[config.mk]
export PLATFORM = sky130hd
export DESIGN_NAME = unc_config_regs
export DESIGN_NICKNAME = d
export VERILOG_FILES = /design/src/hw/unc_pkg.sv /design/src/hw/unc_config_regs.sv
export VERILOG_INCLUDE_DIRS = /design/src /design/src/hw
export SDC_FILE = /design/constraint.sdc
export NUM_CORES = 1
export LEC_CHECK = 0
export BUFFER_PORTS_ARGS = -buffer_cell sky130_fd_sc_hd__buf_2
export CAP_MARGIN = 20
export CORE_MARGIN = 4
export CORE_UTILIZATION = 49
export CTS_BUF_LIST = sky130_fd_sc_hd__clkbuf_8
export DETAILED_ROUTE_END_ITERATION = 8
export PLACE_DENSITY = 0.83
export SYNTH_ARGS = -nofsm -noshare
export SYNTH_HDL_FRONTEND = slang
export SYNTH_SLANG_ARGS = --single-unit
export TNS_END_PERCENT = 20
[constraint.sdc]
create_clock -name ref_clk -period 2.8 [get_ports ref_clk]
set_clock_uncertainty 0.05 [all_clocks]
set_input_delay 0.56 -clock ref_clk [delete_from_list [all_inputs] [get_ports ref_clk]]
set_output_delay 0.56 -clock ref_clk [all_outputs]
set_load 0.005 [all_outputs]
[src/hw/unc_defs.svh]
`ifndef UNC_DEFS_SVH
`define UNC_DEFS_SVH
// register numbers on the configuration access port
`define UNC_REG_ID        8'h00
`define UNC_REG_NODE_CFG  8'h04
`define UNC_REG_NODE_ID   8'h05
`define UNC_REG_SYS_FREQ  8'h51
`define UNC_REG_LINK_CS   8'h80
// identification fields (values arbitrary)
`define UNC_CHIP_ID       8'hA5
`define UNC_BLK_REV       8'h11
`define UNC_BLK_VER       8'h01
// field positions
`define UNC_CFG_LOCK_BIT  31
`define UNC_CFG_HDR_BIT   0
`define UNC_LCS_ERR_BIT   27
`define UNC_LCS_CRI_BIT   26
`define UNC_LCS_CRH_BIT   25
`define UNC_LCS_HSTOK_BIT 24
`define UNC_LCS_RXRST_BIT 23
// reset values and limits
`define UNC_FREQ_RST      7'h19
`define UNC_FREQ_MIN      7'h05
`define UNC_FREQ_MAX      7'h64
`define UNC_GAP_RST       11'h001
`endif

[src/hw/unc_pkg.sv]
package unc_pkg;
  // one configuration access request
  typedef struct packed {
    logic        wr;
    logic [7:0]  addr;
    logic [31:0] wdata;
  } unc_req_t;
  // answer to a request
  typedef struct packed {
    logic        ack;
    logic        nack;
    logic [31:0] rdata;
  } unc_rsp_t;
endpackage

[src/hw/unc_config_regs.sv]
`timescale 1ns/10ps
`include "unc_defs.svh"
// Overview of operation
// - read-only identification word: chip, revision, version
// - lock bit blocks config and link writes
// - config bit 0 selects header format
// - writable 16-bit node identifier, resets zero
// - 7-bit frequency field resets to 25
// - frequency writes outside 5..100 refused, nacked
// - bit 27 flags overflow or illegal token
// - bit 26 shows credit issued to remote
// - bit 25 shows transmit credit held
// - bit 24 clears credit, sends handshake token
// - bit 23 resets the link receiver
// - symbol gap field bits 21:11, resets 1
// - token gap field bits 10:0, resets 1
module unc_config_regs (
  // clock and reset
  input  wire logic              ref_clk,
  input  wire logic              rst,
  // configuration access port
  input  wire logic              req_valid,
  input  wire unc_pkg::unc_req_t req,
  output unc_pkg::unc_rsp_t      rsp,
  // link status from the datapath
  input  wire logic              rx_overflow,
  input  wire logic              rx_illegal_token,
  input  wire logic              credit_issued,
  input  wire logic              credit_held,
  // controls to the link datapath
  output logic                   single_byte_hdr,
  output logic [15:0]            node_id,
  output logic [6:0]             sys_freq_mhz,
  output logic                   credit_clear,
  output logic                   credit_handshake_token,
  output logic                   rx_reset,
  output logic [10:0]            symbol_gap,
  output logic [10:0]            token_gap,
  output logic                   link_error
);

  // register state
  logic              lock_q;
  logic              hdr_q;
  logic [15:0]       nid_q;
  logic [6:0]        freq_q;
  logic [10:0]       sgap_q;
  logic [10:0]       tgap_q;
  logic              err_q;
  logic              cri_q;
  logic              crh_q;
  logic              hstok_q;
  logic              rxrst_q;
  unc_pkg::unc_rsp_t rsp_q;
  unc_pkg::unc_rsp_t rsp_d;
  logic [31:0]       rdata;

  // address decode
  wire wr       = req_valid & req.wr;
  wire hit_id   = req.addr == `UNC_REG_ID;
  wire hit_cfg  = req.addr == `UNC_REG_NODE_CFG;
  wire hit_nid  = req.addr == `UNC_REG_NODE_ID;
  wire hit_freq = req.addr == `UNC_REG_SYS_FREQ;
  wire hit_lcs  = req.addr == `UNC_REG_LINK_CS;
  wire hit_any  = hit_id | hit_cfg | hit_nid | hit_freq | hit_lcs;
  wire [6:0] wfreq = req.wdata[6:0];
  wire freq_ok  = (wfreq >= `UNC_FREQ_MIN) && (wfreq <= `UNC_FREQ_MAX);
  wire wr_cfg   = wr & hit_cfg & ~lock_q;
  wire wr_lcs   = wr & hit_lcs & ~lock_q;
  wire wr_nid   = wr & hit_nid;
  wire wr_freq  = wr & hit_freq & freq_ok;
  wire bad_freq = wr & hit_freq & ~freq_ok;
  wire do_hstok = wr_lcs & req.wdata[`UNC_LCS_HSTOK_BIT];
  wire do_rxrst = wr_lcs & req.wdata[`UNC_LCS_RXRST_BIT];
  wire err_ev   = rx_overflow | rx_illegal_token;

  // read multiplexer; reserved and command bits read zero
  always_comb begin
    rdata = 32'h0000_0000;
    if (hit_id)
      rdata = {`UNC_CHIP_ID, 8'h00, `UNC_BLK_REV, `UNC_BLK_VER};
    if (hit_cfg)
      rdata = {lock_q, 30'h0000_0000, hdr_q};
    if (hit_nid)
      rdata = {16'h0000, nid_q};
    if (hit_freq)
      rdata = {25'h000_0000, freq_q};
    if (hit_lcs)
      rdata = {4'h0, err_q, cri_q, crh_q, 3'h0, sgap_q, tgap_q};
  end

  // response: ack for mapped access, nack for bad frequency or unmapped
  always_comb begin
    rsp_d.ack   = req_valid & hit_any & ~bad_freq;
    rsp_d.nack  = req_valid & (~hit_any | bad_freq);
    rsp_d.rdata = (req_valid & ~req.wr) ? rdata : 32'h0000_0000;
  end

  // configuration registers
  always_ff @(posedge ref_clk) begin
    if (rst) begin
      lock_q <= 1'b0;
      hdr_q  <= 1'b0;
      nid_q  <= 16'h0000;
      freq_q <= `UNC_FREQ_RST;
      sgap_q <= `UNC_GAP_RST;
      tgap_q <= `UNC_GAP_RST;
    end else begin
      if (wr_cfg) begin
        lock_q <= req.wdata[`UNC_CFG_LOCK_BIT];
        hdr_q  <= req.wdata[`UNC_CFG_HDR_BIT];
      end
      if (wr_nid)
        nid_q <= req.wdata[15:0];
      if (wr_freq)
        freq_q <= wfreq;
      if (wr_lcs) begin
        sgap_q <= req.wdata[21:11];
        tgap_q <= req.wdata[10:0];
      end
    end
  end

  // status capture and command pulses
  always_ff @(posedge ref_clk) begin
    if (rst) begin
      err_q   <= 1'b0;
      cri_q   <= 1'b0;
      crh_q   <= 1'b0;
      hstok_q <= 1'b0;
      rxrst_q <= 1'b0;
      rsp_q   <= '0;
    end else begin
      // error sticks until the receiver is reset; new error wins
      if (err_ev)
        err_q <= 1'b1;
      else if (do_rxrst)
        err_q <= 1'b0;
      cri_q   <= credit_issued;
      crh_q   <= credit_held & ~do_hstok;
      hstok_q <= do_hstok;
      rxrst_q <= do_rxrst;
      rsp_q   <= rsp_d;
    end
  end

  // outputs straight from flip-flops
  assign rsp                    = rsp_q;
  assign single_byte_hdr        = hdr_q;
  assign node_id                = nid_q;
  assign sys_freq_mhz           = freq_q;
  assign credit_clear           = hstok_q;
  assign credit_handshake_token = hstok_q;
  assign rx_reset               = rxrst_q;
  assign symbol_gap             = sgap_q;
  assign token_gap              = tgap_q;
  assign link_error             = err_q;

  // assertions
  // identification word: chip field stands in the top byte
  AST_ID_READ: assert property (@(posedge ref_clk) disable iff (rst)
    req_valid && !req.wr && hit_id
      |=> rsp.rdata[31:24] == `UNC_CHIP_ID)
    else $error("identification wrong");
  // identification word: zero byte, revision and version below it
  AST_ID_LOW: assert property (@(posedge ref_clk) disable iff (rst)
    req_valid && !req.wr && hit_id
      |=> rsp.rdata[23:0] == {8'h00, `UNC_BLK_REV, `UNC_BLK_VER})
    else $error("identification low bytes wrong");
  // a write to the identification word is answered and changes nothing
  AST_ID_WRITE: assert property (@(posedge ref_clk) disable iff (rst)
    wr && hit_id |=> rsp.ack && !rsp.nack && $stable(hdr_q)
      && $stable(nid_q) && $stable(freq_q))
    else $error("identification write misbehaved");
  // once locked, the lock and the locked fields stay put
  AST_LOCK_HOLDS: assert property (@(posedge ref_clk) disable iff (rst)
    lock_q |=> lock_q && $stable(hdr_q) && $stable(sgap_q)
      && $stable(tgap_q))
    else $error("locked config changed");
  // a locked configuration write is acknowledged and ignored
  AST_LOCK_CFG: assert property (@(posedge ref_clk) disable iff (rst)
    wr && hit_cfg && lock_q |=> rsp.ack && !rsp.nack && $stable(hdr_q))
    else $error("locked config write not ignored");
  // a locked link control write issues no command
  AST_LOCK_LCS: assert property (@(posedge ref_clk) disable iff (rst)
    wr && hit_lcs && lock_q
      |=> rsp.ack && !credit_handshake_token && !rx_reset)
    else $error("locked link write took effect");
  // header mode follows bit 0 of an unlocked configuration write
  AST_HDR_WRITE: assert property (@(posedge ref_clk) disable iff (rst)
    wr_cfg |=> single_byte_hdr == $past(req.wdata[`UNC_CFG_HDR_BIT]))
    else $error("header mode not written");
  // every field leaves reset at its initial value
  AST_RESET_VALUES: assert property (@(posedge ref_clk)
    disable iff (rst) $past(rst) |-> !single_byte_hdr && node_id == 16'h0000
      && sys_freq_mhz == `UNC_FREQ_RST && symbol_gap == `UNC_GAP_RST
      && token_gap == `UNC_GAP_RST && !link_error && !lock_q)
    else $error("reset values wrong");
  // node identifier takes the low half of any write, locked or not
  AST_NID_WRITE: assert property (@(posedge ref_clk) disable iff (rst)
    wr && hit_nid |=> node_id == $past(req.wdata[15:0]))
    else $error("node identifier not written");
  // node identifier holds between its writes
  AST_NID_HOLD: assert property (@(posedge ref_clk) disable iff (rst)
    !(wr && hit_nid) |=> $stable(node_id))
    else $error("node identifier moved");
  // frequency reads back in the low seven bits
  AST_FREQ_READ: assert property (@(posedge ref_clk) disable iff (rst)
    req_valid && !req.wr && hit_freq
      |=> rsp.rdata == {25'h000_0000, sys_freq_mhz})
    else $error("frequency read wrong");
  // the frequency field never leaves the legal range
  AST_FREQ_RANGE: assert property (@(posedge ref_clk) disable iff (rst)
    freq_q >= `UNC_FREQ_MIN && freq_q <= `UNC_FREQ_MAX)
    else $error("frequency out of range");
  // a legal frequency write lands and is acknowledged
  AST_FREQ_TAKE: assert property (@(posedge ref_clk) disable iff (rst)
    wr && hit_freq && freq_ok
      |=> sys_freq_mhz == $past(req.wdata[6:0]) && rsp.ack && !rsp.nack)
    else $error("legal frequency not taken");
  // an illegal frequency write is refused and leaves the field alone
  AST_FREQ_NACK: assert property (@(posedge ref_clk) disable iff (rst)
    bad_freq |=> rsp.nack && !rsp.ack && $stable(freq_q))
    else $error("bad frequency not refused");
  // frequency changes only on an accepted write
  AST_FREQ_HOLD: assert property (@(posedge ref_clk) disable iff (rst)
    !wr_freq |=> $stable(freq_q))
    else $error("frequency moved");
  // every request gets exactly one answer in the next cycle
  AST_ONE_ANSWER: assert property (@(posedge ref_clk) disable iff (rst)
    req_valid |=> rsp.ack != rsp.nack)
    else $error("answer missing or doubled");
  // no answer without a request
  AST_NO_ANSWER: assert property (@(posedge ref_clk) disable iff (rst)
    !req_valid |=> !rsp.ack && !rsp.nack)
    else $error("answer without request");
  // a fault raises the error flag
  AST_ERR_SET: assert property (@(posedge ref_clk) disable iff (rst)
    err_ev |=> link_error)
    else $error("error flag not set");
  // the error flag sticks until the receiver is reset
  AST_ERR_HOLD: assert property (@(posedge ref_clk) disable iff (rst)
    link_error && !do_rxrst |=> link_error)
    else $error("error flag dropped");
  // receiver reset clears the error unless a new one arrives
  AST_ERR_CLEAR: assert property (@(posedge ref_clk) disable iff (rst)
    do_rxrst && !err_ev |=> !link_error)
    else $error("error flag not cleared");
  // the error flag rises only with a fault
  AST_ERR_RISE: assert property (@(posedge ref_clk) disable iff (rst)
    !link_error && !err_ev |=> !link_error)
    else $error("error flag without fault");
  // issued credit is shown
  AST_CRI_TRACK: assert property (@(posedge ref_clk) disable iff (rst)
    credit_issued |=> cri_q)
    else $error("issued credit not shown");
  // withdrawn credit is shown as withdrawn
  AST_CRI_DROP: assert property (@(posedge ref_clk) disable iff (rst)
    !credit_issued |=> !cri_q)
    else $error("withdrawn credit shown");
  // held credit is shown unless a handshake clears it
  AST_CRH_TRACK: assert property (@(posedge ref_clk) disable iff (rst)
    credit_held && !do_hstok |=> crh_q)
    else $error("held credit not shown");
  // missing credit is never shown as held
  AST_CRH_DROP: assert property (@(posedge ref_clk) disable iff (rst)
    !credit_held |=> !crh_q)
    else $error("credit shown without credit");
  // status bits read back with reserved bits zero
  AST_LCS_READ: assert property (@(posedge ref_clk)
    disable iff (rst) req_valid && !req.wr && hit_lcs
      |=> rsp.rdata[27:25] == $past({err_q, cri_q, crh_q})
      && rsp.rdata[31:28] == 4'h0 && rsp.rdata[24:22] == 3'h0)
    else $error("link status read wrong");
  // a handshake command sends the token and drops held credit
  AST_HS_PULSE: assert property (@(posedge ref_clk) disable iff (rst)
    do_hstok |=> credit_handshake_token && !crh_q)
    else $error("handshake not issued");
  // no handshake token without a command
  AST_HS_ONLY: assert property (@(posedge ref_clk) disable iff (rst)
    !do_hstok |=> !credit_handshake_token)
    else $error("handshake without command");
  // credit clear and token travel together
  AST_HS_CLEAR: assert property (@(posedge ref_clk) disable iff (rst)
    credit_clear == credit_handshake_token)
    else $error("credit clear apart from token");
  // a receiver reset command gives a one-cycle pulse
  AST_RXRST_PULSE: assert property (@(posedge ref_clk) disable iff (rst)
    do_rxrst |=> rx_reset ##1 (!rx_reset || $past(do_rxrst)))
    else $error("receiver reset missing");
  // no receiver reset without a command
  AST_RXRST_ONLY: assert property (@(posedge ref_clk) disable iff (rst)
    !do_rxrst |=> !rx_reset)
    else $error("receiver reset without command");
  // gap fields take their bits from an unlocked link write
  AST_GAP_WRITE: assert property (@(posedge ref_clk)
    disable iff (rst) wr_lcs |=> symbol_gap == $past(req.wdata[21:11])
      && token_gap == $past(req.wdata[10:0]))
    else $error("gap fields not written");
  // gap fields read back in place
  AST_GAP_READ: assert property (@(posedge ref_clk)
    disable iff (rst) req_valid && !req.wr && hit_lcs
      |=> rsp.rdata[21:0] == {symbol_gap, token_gap})
    else $error("gap fields read wrong");
  // configuration read: zeros between lock and header mode
  AST_CFG_READ: assert property (@(posedge ref_clk) disable iff (rst)
    req_valid && !req.wr && hit_cfg
      |=> rsp.rdata[30:1] == 30'h0000_0000
      && rsp.rdata[0] == single_byte_hdr)
    else $error("configuration read wrong");
  // node identifier reads with a zero upper half
  AST_NID_READ: assert property (@(posedge ref_clk) disable iff (rst)
    req_valid && !req.wr && hit_nid |=> rsp.rdata[31:16] == 16'h0000)
    else $error("node identifier read wrong");
  // unmapped numbers are refused with zero data
  AST_UNMAPPED: assert property (@(posedge ref_clk) disable iff (rst)
    req_valid && !hit_any
      |=> rsp.nack && !rsp.ack && rsp.rdata == 32'h0000_0000)
    else $error("unmapped access not refused");
  // writes answer with zero data
  AST_WRITE_ZERO: assert property (@(posedge ref_clk) disable iff (rst)
    req_valid && req.wr |=> rsp.rdata == 32'h0000_0000)
    else $error("write answered with data");

endmodule // unc_config_regs

==> results.md <==
* Run status: complete, no violations
* Final WL at about 8000 um
* Path type of the worst min-delay path: in -> reg
* Synth cell count leaders: dfxtp_1, nand2_1, nor2_1
* Worst setup slack for register-to-register paths at 1280 ps
* Max_cap viols at 0
* CP required at 2970 ps
* Static leakage at around 1.9 nW
* Total Neg Setup Slack at 0 ps
* Post-synth EDFFs at 0
* Crit path setup slack, layout at 823 ps
* Cell type contributing the most total cell area after synthesis: dfxtp_1
* DP HPWL at 5680 um
* Hold buffers post-CTS at 0
* Root buffer selected by CTS: clkbuf_8
* Actual transition at the worst max-transition pin at between 600 and 700 ps
* Final Max Tran Viols at 0
* Worst Setup SP: req[33]
* Min Hold Slack at 343 ps
* Synthesis Warnings at 0
* Layout-stage area growth over the synthesis result at 26.2%
* Number of placed I/O pins at 132
* DR iter-0 viols at ~150
* Register bit count reported by yosys at 81
* Synthesized area at 0.00315 mm2
* Number of optimization iterations in the first detailed-route pass at 4
* Primary flip-flop cell chosen by synthesis mapping: dfxtp_1
* Final core area utilization at 65.3%
* Final Hold Fails at 0
* Type of the setup path with the least slack: in -> reg
* Register-to-Register Path Depth at 5
* Clock buffer depth at 2
* Type of element capturing the critical path: flip-flop
* Post-route DRC at 0
* Post-detailed-route wirelength per cell at approximately 15 um
* Critical Path Source Type: primary input
* Unrepaired setup endpoints after global routing: false
* Worst voltage drop across the vdd grid at 0.485 mV
* Final Power at 0.00215 W
* Most numerous cell in the Yosys netlist: dfxtp_1
* Global route total overflow at 0
* Total power per unit cell area at between 500 and 600 mW/mm2
* Share of the synthesized area in the top cell type at about half
* Antenna violations before repair at 0
* Worst-case setup slack after placement at around 480 ps
* Top post-synthesis cells by area: dfxtp_1, mux2i_1, nand2_1, nor2_1, a22o_1
* Initial Util at 51.7%
* Number of global-route vias before repair at 2634
* Clock tree from TritonCTS: done
* Routability cong. at 0.861
* Antenna cells at 0
* Fraction of the yosys area taken by sequential cells at 51.4%
* Htree depth at 3
* Setup-violating endpoint count in the final report at 0
* Layout net count at 487
* Time the worst path needs with I/O delays and setup at 1980 ps
* Async SR Flop Fraction at 0%
* Data arrival time of the worst path at 2140 ps
* Clock slew seen by the registers of the worst setup and hold paths at 80 ps
* Share of layout cells above drive strength 1 at 34.7%
* First-pass GRT wire length at about 13000 um
* Core footprint at a little over 0.006 mm2
* Mean area per synthesized cell at 9.76 um2
* # resized after CTS at 0
* R2R Path Start: lock_q
* Crit path capture: token_gap[1]
* Pin count of the biggest net entering global routing at 62
* Num CTS Buffers at 9
* Clock sink count at 81
* Die boundary height at 88.2 um
* Total number of vias at 2690
* Buffers on Ports at 120
* Detailed-route vias per instance at 5.18
* Count of unique library cells instantiated by Yosys at 43
* Achievable Freq at 506 MHz
* Tightest slew margin relative to the limit at 59.1%
* Worst R2R End: token_gap[1]
* Insertion delay of the later-clocked pin in the worst-skew pair at 350 ps
* Die outline width at 88.2 um
* Period Utilization, post-route at between 70 and 80%
* GRT Util Overall at 21.4%
* Residual antenna-violating net count after detailed routing at 0
* Post-Syn Instances at 323
* # rows at 28
* Max FO, Critical Path at 26
* DIE AREA at 0.00778 mm2
* Post-CTS Setup Bufs at 0
flip-flops by register name, indices dropped and copies added (netlist names):
register,cells
node_id,16
symbol_gap,11
cri_q,1
token_gap,11
rx_reset,1
sys_freq_mhz,7
credit_clear,1
rsp,29
single_byte_hdr,1
lock_q,1
link_error,1
crh_q,1
cell usage in the layout (no fill, tap or decap), types with 2 or more instances in the layout:
master and n:
nand3b_1 2, inv_1 4, nor2_1 34, mux2i_1 28
buf_4 7, a32oi_1 2, a22o_1 13, a21oi_2 3
clkbuf_8 12, nor3b_1 3, nand3_1 3, buf_2 120
nor4_1 4, nor3_1 5, a21o_1 5, nand2_1 41
a21oi_1 20, dfxtp_1 81, nor4_4 2, and3b_1 2
a211o_1 2, or4_1 2, nor4_2 2, o21ai_0 3
and2_1 9, or3_1 3, nand2b_1 11, conb_1 4
where the power goes:
group / total (W) / internal, W / switching (W)
Sequential: 0.00116 / 0.00115 / 0.00000155
Combinational: 0.000102 / 0.0000406 / 0.0000612
Clock: 0.000895 / 0.000485 / 0.000410
cell families after synthesis:
family / count (synthesis) / share of synthesized area [%]
and+or+nand+nor: 130 / 21.6
DFF: 81 / 51.4
AOI/OAI and AO/OA: 53 / 11.8
buffers and inverters: 29 / 5.88
muxes: 28 / 8.89
xor gates and xnor gates: 1 / 0.278
other: 1 / 0.119
area by class of cell:
type	count	area (um2)
Fill cell	517	2120
Inverter	3	11.3
Clock inverter	4	50.0
Multi-Input combinational cell	216	1360
Tap cell	75	93.8
Sequential cell	81	1620
Clock buffer	12	165
Timing Repair Buffer	128	673
stage by stage:
stage / std cells / area, um2
2_1_floorplan: 326 / 3160
3_3_place_gp: 503 / 3760
3_5_place_dp: 503 / 3760
4_1_cts: 519 / 3980
5_1_grt: 519 / 3980
6_report: 519 / 3980
worst max-delay path: stages:
cell	delay [ps]
buf_2	110
or3_1	470
nor4_2	430
buf_12	260
mux2i_1	250
nor2_1	60
metal layers:
metal | track usage [%] | wire length, um | part of all wire, %
met1 | 26.9 | 3370 | 42
met2 | 34.5 | 3870 | 48
met3 | 7.34 | 708 | 8.8
met4 | 6.73 | 67 | 0.84
met5 | 0 | 0 | 0
worst min path at each step:
stage | from | end | slack, ps | depth (start not counted)
after floorplan | cri_q | rsp[26] | 350 | 1
after global placement | crh_q | rsp[25] | 360 | 1
after detailed placement | cri_q | rsp[26] | 380 | 1
after CTS | req[24] | crh_q | 330 | 2
after global routing | req[24] | crh_q | 320 | 2
final | req[24] | crh_q | 340 | 2
Power figures use the tool's default switching activity.
